**config.mk**
```make
export PLATFORM = sky130hd
export DESIGN_NAME = vsl_ctrl_flat
export DESIGN_NICKNAME = d
export VERILOG_FILES = /design/src/inc/vsl_pkg.sv /design/src/inc/vsl_link_if.sv /design/src/verilog/vsl_ctrl.sv /design/src/verilog/vsl_fifo.sv /design/src/flat_wrapper.sv
export SDC_FILE = /design/constraint.sdc
export NUM_CORES = 1
export LEC_CHECK = 0
export BUFFER_PORTS_ARGS = -buffer_cell sky130_fd_sc_hd__buf_2
export CAP_MARGIN = 5
export CORE_UTILIZATION = 62
export CTS_CLUSTER_DIAMETER = 60
export DETAILED_ROUTE_END_ITERATION = 6
export PLACE_DENSITY_LB_ADDON = 0.3
export SETUP_SLACK_MARGIN = 0.4
export SYNTH_ARGS = -nofsm -noshare
export SYNTH_HDL_FRONTEND = slang
export SYNTH_SLANG_ARGS = --single-unit
```
**constraint.sdc**
```tcl
create_clock -name clk -period 5.1 [get_ports clk]
set_input_delay 1.275 -clock clk [delete_from_list [all_inputs] [get_ports clk]]
set_output_delay 1.275 -clock clk [all_outputs]
set_load 0.02 [all_outputs]
```
**src/inc/vsl_pkg.sv**
```systemverilog
/*
 Shared constants for the serial shift-and-latch display driver link.
 Assumes both ends are clocked by the same 250 MHz system clock.
*/
package vsl_pkg;
    localparam int WORD_BITS_W     = 20;
    localparam logic [19:0] SHIFT_RESET = 20'h00000;
    localparam logic [19:0] LATCH_RESET = 20'h00000;
    localparam int CLK_PERIOD_NS   = 4;
    // Serial clock half period, least 90 ns
    localparam int SCLK_HALF_NS    = 100;
    localparam int SCLK_HALF_CYC   = (SCLK_HALF_NS + CLK_PERIOD_NS - 1)
                                     / CLK_PERIOD_NS;
    // Strobe high pulse, least 55 ns
    localparam int STROBE_HIGH_NS  = 60;
    localparam int STROBE_HIGH_CYC = (STROBE_HIGH_NS + CLK_PERIOD_NS - 1)
                                     / CLK_PERIOD_NS;
    localparam int FIFO_DEPTH      = 16;

    typedef enum logic [2:0] {
        VSL_IDLE   = 3'b000,
        VSL_LOW    = 3'b001,
        VSL_HIGH   = 3'b010,
        VSL_STRB   = 3'b011,
        VSL_STRB_L = 3'b100
    } vsl_state_type;
endpackage : vsl_pkg

```
**src/inc/vsl_link_if.sv**
```systemverilog
/*
 Serial link between controller and display driver.
 Assumes the testbench instantiates it and ties both ends to it.
*/
`timescale 1ns/1ps
interface vsl_link_if;
    logic serial_clk;
    logic serial_in;
    logic latch_strobe;
    logic blank_in;
    logic serial_out;

    modport ctrl (
        output serial_clk,
        output serial_in,
        output latch_strobe,
        output blank_in,
        input  serial_out
    );
    modport drv (
        input  serial_clk,
        input  serial_in,
        input  latch_strobe,
        input  blank_in,
        output serial_out
    );
endinterface : vsl_link_if

```
**src/verilog/vsl_ctrl.sv**
```systemverilog
/*
 Controller end: takes 20-bit words from a FIFO and sends each
 MSB first, then pulses the latch strobe.
 Assumes the driver end samples the link with its own clock.
*/
`timescale 1ns/1ps
module vsl_ctrl import vsl_pkg::*; #(
    parameter int WIDTH = WORD_BITS_W,
    parameter int DEPTH = FIFO_DEPTH
) (
    // Clock and reset
    input  wire logic             clk,
    input  wire logic             resetn,
    // Word input
    input  wire logic             word_valid,
    output logic                  word_ready,
    input  wire logic [WIDTH-1:0] word_bits,
    // Display control
    input  wire logic             blank_req,
    output logic                  busy,
    // Link
    vsl_link_if.ctrl              link
);
    logic             f_valid;
    logic             f_ready;
    logic [WIDTH-1:0] f_data;
    vsl_state_type    st_q;
    logic [WIDTH-1:0] sh_q;
    logic [4:0]       bit_q;
    logic [7:0]       tmr_q;
    logic             sclk_q;
    logic             sdat_q;
    logic             strb_q;
    logic             blank_q;

    vsl_fifo #(.WIDTH(WIDTH), .DEPTH(DEPTH)) i_vsl_fifo (
        .clk       (clk),
        .resetn    (resetn),
        .in_valid  (word_valid),
        .in_ready  (word_ready),
        .in_data   (word_bits),
        .out_valid (f_valid),
        .out_ready (f_ready),
        .out_data  (f_data)
    );

    assign f_ready = (st_q == VSL_IDLE);

    always_ff @(posedge clk) begin
        if (!resetn) begin
            st_q    <= VSL_IDLE;
            sh_q    <= '0;
            bit_q   <= 5'h00;
            tmr_q   <= 8'h00;
            sclk_q  <= 1'b0;
            sdat_q  <= 1'b0;
            strb_q  <= 1'b0;
            blank_q <= 1'b0;
            busy    <= 1'b0;
        end else begin
            blank_q <= blank_req;
            busy    <= (st_q != VSL_IDLE) || f_valid;
            case (st_q)
                VSL_IDLE: begin
                    sclk_q <= 1'b0;
                    if (f_valid) begin
                        sh_q   <= f_data << 1;
                        sdat_q <= f_data[WIDTH-1];
                        bit_q  <= 5'(WIDTH - 1);
                        tmr_q  <= 8'(SCLK_HALF_CYC - 1);
                        st_q   <= VSL_LOW;
                    end
                end
                VSL_LOW: begin
                    if (tmr_q == 8'h00) begin
                        sclk_q <= 1'b1;
                        tmr_q  <= 8'(SCLK_HALF_CYC - 1);
                        st_q   <= VSL_HIGH;
                    end else begin
                        tmr_q <= tmr_q - 8'h01;
                    end
                end
                VSL_HIGH: begin
                    if (tmr_q == 8'h00) begin
                        sclk_q <= 1'b0;
                        tmr_q  <= 8'(SCLK_HALF_CYC - 1);
                        if (bit_q == 5'h00) begin
                            st_q <= VSL_STRB;
                        end else begin
                            sdat_q <= sh_q[WIDTH-1];
                            sh_q   <= sh_q << 1;
                            bit_q  <= bit_q - 5'h01;
                            st_q   <= VSL_LOW;
                        end
                    end else begin
                        tmr_q <= tmr_q - 8'h01;
                    end
                end
                VSL_STRB: begin
                    if (tmr_q == 8'h00) begin
                        strb_q <= 1'b1;
                        tmr_q  <= 8'(STROBE_HIGH_CYC - 1);
                        st_q   <= VSL_STRB_L;
                    end else begin
                        tmr_q <= tmr_q - 8'h01;
                    end
                end
                VSL_STRB_L: begin
                    if (tmr_q == 8'h00) begin
                        strb_q <= 1'b0;
                        st_q   <= VSL_IDLE;
                    end else begin
                        tmr_q <= tmr_q - 8'h01;
                    end
                end
                default: begin
                    st_q <= VSL_IDLE;
                end
            endcase
        end
    end

    // Dedicated strobe per driver; one driver per controller here
    assign link.serial_clk   = sclk_q;
    assign link.serial_in    = sdat_q;
    assign link.latch_strobe = strb_q;
    assign link.blank_in     = blank_q;
endmodule : vsl_ctrl

```
**src/verilog/vsl_fifo.sv**
```systemverilog
/*
 Small synchronous FIFO with valid/ready on both sides.
 Assumes one clock and a synchronous active-low reset.
*/
`timescale 1ns/1ps
module vsl_fifo #(
    parameter int WIDTH = 20,
    parameter int DEPTH = 16
) (
    // Clock and reset
    input  wire logic             clk,
    input  wire logic             resetn,
    // Fill side
    input  wire logic             in_valid,
    output logic                  in_ready,
    input  wire logic [WIDTH-1:0] in_data,
    // Drain side
    output logic                  out_valid,
    input  wire logic             out_ready,
    output logic [WIDTH-1:0]      out_data
);
    localparam int AW = $clog2(DEPTH);

    logic [WIDTH-1:0] mem_q [DEPTH];
    logic [AW-1:0]    wr_q;
    logic [AW-1:0]    rd_q;
    logic [AW:0]      cnt_q;
    logic             push;
    logic             pop;

    assign in_ready  = (cnt_q != (AW+1)'(DEPTH));
    assign out_valid = (cnt_q != '0);
    assign out_data  = mem_q[rd_q];
    assign push      = in_valid && in_ready;
    assign pop       = out_valid && out_ready;

    always_ff @(posedge clk) begin
        if (push) begin
            mem_q[wr_q] <= in_data;
        end
    end

    always_ff @(posedge clk) begin
        if (!resetn) begin
            wr_q  <= '0;
            rd_q  <= '0;
            cnt_q <= '0;
        end else begin
            if (push) begin
                wr_q <= (wr_q == AW'(DEPTH - 1)) ? '0 : wr_q + 1'b1;
            end
            if (pop) begin
                rd_q <= (rd_q == AW'(DEPTH - 1)) ? '0 : rd_q + 1'b1;
            end
            cnt_q <= cnt_q + (AW+1)'(push) - (AW+1)'(pop);
        end
    end
endmodule : vsl_fifo
```
**src/flat_wrapper.sv**
```systemverilog
// flat-port wrapper written by rule: the top's interface ports become plain ports
module vsl_ctrl_flat import vsl_pkg::*;
#(
    parameter int WIDTH = WORD_BITS_W,
    parameter int DEPTH = FIFO_DEPTH
)
  (clk, resetn, word_valid, word_ready, word_bits, blank_req, busy, link_serial_clk, link_serial_in, link_latch_strobe, link_blank_in, link_serial_out);
  vsl_link_if link_i ();
  input  wire logic clk;
  input  wire logic resetn;
  input  wire logic word_valid;
  output logic word_ready;
  input  wire logic [WIDTH-1:0] word_bits;
  input  wire logic blank_req;
  output logic busy;
  output wire logic [$bits(link_i.serial_clk)-1:0] link_serial_clk;
  output wire logic [$bits(link_i.serial_in)-1:0] link_serial_in;
  output wire logic [$bits(link_i.latch_strobe)-1:0] link_latch_strobe;
  output wire logic [$bits(link_i.blank_in)-1:0] link_blank_in;
  input wire logic [$bits(link_i.serial_out)-1:0] link_serial_out;
  assign link_serial_clk = link_i.serial_clk;
  assign link_serial_in = link_i.serial_in;
  assign link_latch_strobe = link_i.latch_strobe;
  assign link_blank_in = link_i.blank_in;
  assign link_i.serial_out = link_serial_out;
  vsl_ctrl #(.WIDTH(WIDTH), .DEPTH(DEPTH)) u_core (.clk(clk), .resetn(resetn), .word_valid(word_valid), .word_ready(word_ready), .word_bits(word_bits), .blank_req(blank_req), .busy(busy), .link(link_i));
endmodule
```
* After elaboration in Yosys (flattened, before gate mapping)
Memory sizes are Yosys's and may differ from the RTL's. A register that Yosys moved wholly into a read port is not among the register bits. Cells that the tools add are included. W data, S select, Z words.
Word-level totals: bits in registers 54, RAM bits 320, logic and storage cells 85, memories 1
Memory list:
- u_core.i_vsl_fifo.mem_q | depth 16, width 20, read ports 1, clocked after memory_dff 1, wr ports 1, RTL line vsl_fifo.sv:24 | logic [WIDTH-1:0] mem_q [DEPTH];
Cells by class: $add $sub $neg 6, equality and inequality tests 14, muxes and demuxes 34, reductions and logical operators 18
Operators with widths (count):
- $mux W20 | 3
- $pmux W20 S2 | 1
- $mux W8 | 4
- $pmux W8 S4 | 1
- $mux W4 | 4
- $mux W3 | 5
- $mux W5 | 3
- $pmux W3 S5 | 1
- $ne A2 B1 Y1 const B | 5
- $pmux W5 S2 | 1
- $reduce_and A3 Y1 | 3
- $add A4 B1 Y4 const B | 2
- $eq A4 B4 Y1 const B | 2
- $logic_not A8 Y1 | 1
- $sub A8 B1 Y8 const B | 1
- $mux W1 | 7
- $eq A3 B2 Y1 const B | 2
- $reduce_bool A3 Y1 | 2
- $add A5 B1 Y5 | 1
- $logic_not A5 Y1 | 1
- $ne A5 B5 Y1 const B | 1
- $reduce_and A5 Y1 | 1
- $reduce_bool A5 Y1 | 1
- $sub A5 B1 Y5 | 1
- other kinds (14) | 18

* Longest topological paths before layout
depth in word-level cells 4, mapped depth 13

* Modules after synthesis
From an unflattened synthesis, not the netlist that was laid out.
Second synthesis, totals: cell total of the unflattened synthesis 847, area total of the unflattened synthesis 15202.1 sq um
By module, submodules not included:
- vsl_fifo | instances 1, cells each 605, area each 12971.2 sq um, seq. area each 9949.5 sq um
- vsl_ctrl | instances 1, cells each 242, area each 2230.9 sq um, seq. area each 800.8 sq um

* Least setup slack after synthesis
No wires, ideal clock.
kind input port to flip-flop, from in word_valid, to mem u_core.i_vsl_fifo.mem_q[0][0], enable pin, library setup time 0.448 ns, arrival 3.684 ns, slack 0.968 ns, stages 3, buffers on the path 0, cell sequence and2_0 > clkinv_1 > nor4_1
On the way: longest elaborated chain between the ends 3
RTL lines:
- start, declared | RTL line flat_wrapper.sv:11 | input wire logic word_valid;
- $logic_and A1 B1 Y1 | RTL line vsl_fifo.sv:34 | assign push = in_valid && in_ready;
- $mux W1 | RTL line vsl_fifo.sv:38 | if (push) begin
- $mux W1 (not written as such) | RTL line vsl_fifo.sv:39 | mem_q[wr_q] <= in_data;
- end, declared | RTL line vsl_fifo.sv:24
Every way passes these cells.

* Final worst setup path
from in word_valid, to reg u_core.i_vsl_fifo.cnt_q[4]
On the way: longest elaborated chain between the ends 3
RTL lines:
- $logic_and A1 B1 Y1 | RTL line vsl_fifo.sv:34
- $add A5 B1 Y5 | RTL line vsl_fifo.sv:55 | cnt_q <= cnt_q + (AW+1)'(push) - (AW+1)'(pop);
- $sub A5 B1 Y5 | RTL line vsl_fifo.sv:55
- end signal, assigned | RTL line vsl_fifo.sv:55
- end, declared | RTL line vsl_fifo.sv:27 | logic [AW:0] cnt_q;
Every way passes these cells. A chain may end at the register's enable or synchronous reset.

==> run_results.csv <==
group,metric,value,unit
placement,place_ws,1.19,ns
pwr,leakage,5.35,nW
drt,vias,8060,
global_routing,antenna_found_initial,1,
sta,max_freq,0.295,GHz
clocking,postCtsSetupBuffers,0,
clocking,root_buffer,"clkbuf_16",
synth,synth-async-reset-ratio,0,%
critical_path,cp_top_family,"adder cells",
clocking,cts_resized,0,
synth,synthMuxAreaShare,14.2,%
placement,gp_congestion,0.806,
clocking,clockBufferDepth,3,
floorplanning,ios,31,
drt,initialDrtViolationCount,968,
critical_path,r2r_start,"u_core.i_vsl_fifo.cnt_q[2]$_SDFF_PN0_",
drt,post_drt_wl_per_cell,25.9,microns
synth,yosysWarnings,0,
placement,portBuffers,29,
global_routing,first_global_vias,8457,
floorplanning,die_x,158,microns
synth,syn_area_per_cell,18.0,sq um
critical_path,cp-start-kind,"primary input",
sta,finalCriticalPeriod,3.39,ns
clocking,postCtsHoldBufs,0,
drt,drc,0,
synth,synth.yosys.seq_area_share,71.4,%
critical_path,worst_path_max_delay_cell,"fa_1",
clocking,clk_latency,0.53,ns
layout,nFillCells,1405,
clocking,clock-sinks,377,
worst_hold_path,hold-path-cell-count,2,
sta,hold_viol,0,
synth,synth_xor_area_share,0.698,%
drt,viasPerCell,6.51,
sta,slew_viol_final,0,
critical_path,rr_worst_depth,13,
synth,syn-num-nets,877,
critical_path,crit_path_end_kind,"flop",
floorplanning,fp.dieH,158,microns
synth,netlist_instances,838,
sta,period_share,66.5,%
synth,synthDistinctLibCells,56,
critical_path,worst_path_largest_cell_delay,0.44,ns
synth,netlist_area,15100,sq um
pwr,ir_worst_vdd,0.412,mV
sta,finalSetupTns,0,ns
synth,synth-simple-area-share,6.78,%
run,drv_cap,0,
worst_hold_path,hold_end,"u_core.link.serial_clk$_SDFFE_PN0P_",
run_status,status,"finished clean",
global_routing,grt_pass1_wl,48.6,mm
floorplanning,core_area,23600,sq um
sta,tightest_slew,1.01,ns
critical_path,worstSetupPathType,"in2reg",
synth,synth_edf_count,320,
clocking,path_clk_slew,0.06,ns
synth,synth_top_family_by_area,"multiplexers",
floorplanning,rows,56,
layout,seq_area,10800,sq um
drt,ant_nets,0,
critical_path,required,5.54,ns
layout,area_delta_synth_final,11.8,%
layout,nNetsFinal,927,
layout,drive_above_1_share,25.7,%
critical_path,crit_chain,"buf_2, and2_0, clkinv_1, ha_1, inv_1, ha_1, fa_1, a21oi_1, nor2_1, or3_1, a21oi_1",
sta,rsz0062_at_grt,"false",
clocking,cts_tree,"yes",
critical_path,cp_num_buf_inv,3,
placement,post_dp_cell_area,15600,sq um
global_routing,grt_overflow,0,
placement,dpl.hpwl,17.5,mm
synth,synth_adder_area_share,1.21,%
global_routing,grt_max_degree,40,
layout,fin_util,71.3,%
critical_path,crit_arrival,3.83,ns
clocking,numCtsBuffers,38,
worst_hold_path,min_path_type,"reg2reg",
critical_path,crit_fanout,9,
global_routing,grt_usage,27.1,%
sta,slew_headroom,32.6,%
drt,drtPass1Iterations,5,
layout,multi_input_area,4070,sq um
critical_path,regToRegSetupSlack,1.75,ns
pwr,p_per_area,513,nW/um^2
sta,setup_violations,0,
sta,setup_ws,1.71,ns
sta,skew,0.0188,ns
floorplanning,initial_utilization,63.8,%
synth,synth_compound_area_share,3.76,%
clocking,htreeDepth,2,
synth,synth-main-ff-cell,"edfxtp_1",
floorplanning,die_area,24900,sq um
synth,synth_seq_cells,377,
layout,final_area,16800,sq um
critical_path,worstReg2RegEnd,"u_core.i_vsl_fifo.cnt_q[4]$_SDFF_PN0_",
worst_hold_path,hold_start,"u_core.link.serial_clk$_SDFFE_PN0P_",
drt,wl,32.1,mm
[through the flow]
stage          power (mW)  hold slack (ns)  instances
2_1_floorplan        5.50            0.468        838
3_5_place_dp         6.01            0.469       1167
6_report             8.63            0.475       1238
3_3_place_gp         5.89            0.447       1167
4_1_cts              8.65            0.476       1237
5_1_grt              8.97            0.494       1238
[cell usage in the layout (no fill, tap or decap), types with 3 or more instances in the layout]
| cell type | n |
|---|---|
| a2111oi_0 | 4 |
| a211oi_1 | 10 |
| a21oi_1 | 19 |
| a22o_1 | 15 |
| a22oi_1 | 3 |
| a311oi_1 | 5 |
| and2_1 | 8 |
| buf_2 | 29 |
| buf_4 | 27 |
| clkbuf_1 | 10 |
| clkbuf_16 | 39 |
| clkbuf_8 | 5 |
| clkinv_1 | 4 |
| clkinv_2 | 7 |
| dfxtp_1 | 54 |
| edfxtp_1 | 320 |
| ha_1 | 13 |
| inv_1 | 17 |
| mux2i_1 | 41 |
| mux4_2 | 76 |
| nand2_1 | 17 |
| nand2b_1 | 4 |
| nand3_1 | 7 |
| nor2_1 | 52 |
| nor2_2 | 5 |
| nor2b_1 | 3 |
| nor3_1 | 24 |
| nor3_2 | 4 |
| nor4_1 | 3 |
| nor4_2 | 23 |
| o21a_1 | 3 |
| o21ai_0 | 11 |
| or3_1 | 4 |
| xnor2_1 | 6 |
| xor2_1 | 6 |
[Yosys cell counts, drive strengths merged (13+ instances only)]
cell / count / share of area [%]
a21oi: 19 / 0.63
a22o: 15 / 0.87
buf: 25 / 0.94
clkbuf: 21 / 0.52
dfxtp: 57 / 7.6
edfxtp: 320 / 64
ha: 13 / 1.1
inv: 18 / 0.45
mux2i: 41 / 2.7
mux4: 76 / 11
nand2: 17 / 0.42
nor2: 57 / 1.4
nor3: 28 / 0.93
nor4: 26 / 1.9
[cells by family after synthesis]
| kind of cell | after synthesis |
|---|---|
| buffers and inverters | 65 |
| AOI/OAI and AO/OA | 81 |
| muxes | 119 |
| and+or+nand+nor | 170 |
| DFF | 377 |
| adders and majority gates | 14 |
| xor gates and xnor gates | 12 |
[flip-flops by register name, indices dropped and copies added (netlist names), 3 cells and up, named ones only]
register and count:
u_core.bit_q 5, u_core.i_vsl_fifo.mem_q 320, u_core.tmr_q 8, u_core.i_vsl_fifo.cnt_q 5
u_core.i_vsl_fifo.rd_q 4, u_core.st_q 3, u_core.i_vsl_fifo.wr_q 4, u_core.sh_q 19
[power breakdown]
| group | total, mW | switching [mW] | internal [mW] |
|---|---|---|---|
| sequential | 3.82 | 0.262 | 3.56 |
| clock | 2.64 | 1.14 | 1.49 |
| combinational | 2.17 | 1.20 | 0.970 |
[worst register-to-register path: stages, from the launching register on]
cell and delay, ns:
dfxtp_1 0.34, inv_1 0.08, ha_1 0.22, nand4bb_1 0.12, and2_0 0.32, clkinv_1 0.34, ha_1 0.39, inv_1 0.04
ha_1 0.20, fa_1 0.44, a21oi_1 0.17, nor2_1 0.08, or3_1 0.35, a21oi_1 0.18
[final cells by class]
class | count | share of cell area (%)
Antenna cell | 1 | 0.0149
Clock buffer | 54 | 6.43
Clock inverter | 16 | 0.617
Inverter | 19 | 0.424
Multi-Input combinational cell | 396 | 24.2
Sequential cell | 377 | 63.9
Tap cell | 319 | 2.37
Timing Repair Buffer | 56 | 2.07
[how the worst max path moves through the flow]
stage	startpoint	end	slack, ns	cells past startpoint
final	word_valid	u_core.i_vsl_fifo.cnt_q[4]$_SDFF_PN0_	1.71	11
after floorplan	word_valid	u_core.i_vsl_fifo.mem_q[0][0]$_DFFE_PP_	0.97	3
after global routing	u_core.i_vsl_fifo.cnt_q[2]$_SDFF_PN0_	u_core.i_vsl_fifo.cnt_q[4]$_SDFF_PN0_	1.46	13
after CTS	word_valid	u_core.i_vsl_fifo.cnt_q[4]$_SDFF_PN0_	1.71	11
after detailed placement	word_valid	u_core.i_vsl_fifo.cnt_q[4]$_SDFF_PN0_	1.19	11
after global placement	word_valid	u_core.i_vsl_fifo.cnt_q[4]$_SDFF_PN0_	1.34	11
[per-layer routing]
layer  vias to the layer above  track usage (%)  wire, microns
li1                       3449                -              -
met1                      4102             33.9          12100
met2                       424             46.0          16400
met3                        85             5.86           2530
met4                         0             11.7           1050
met5                         -                0              0
Note: power is estimated with default switching activity, not from simulation.
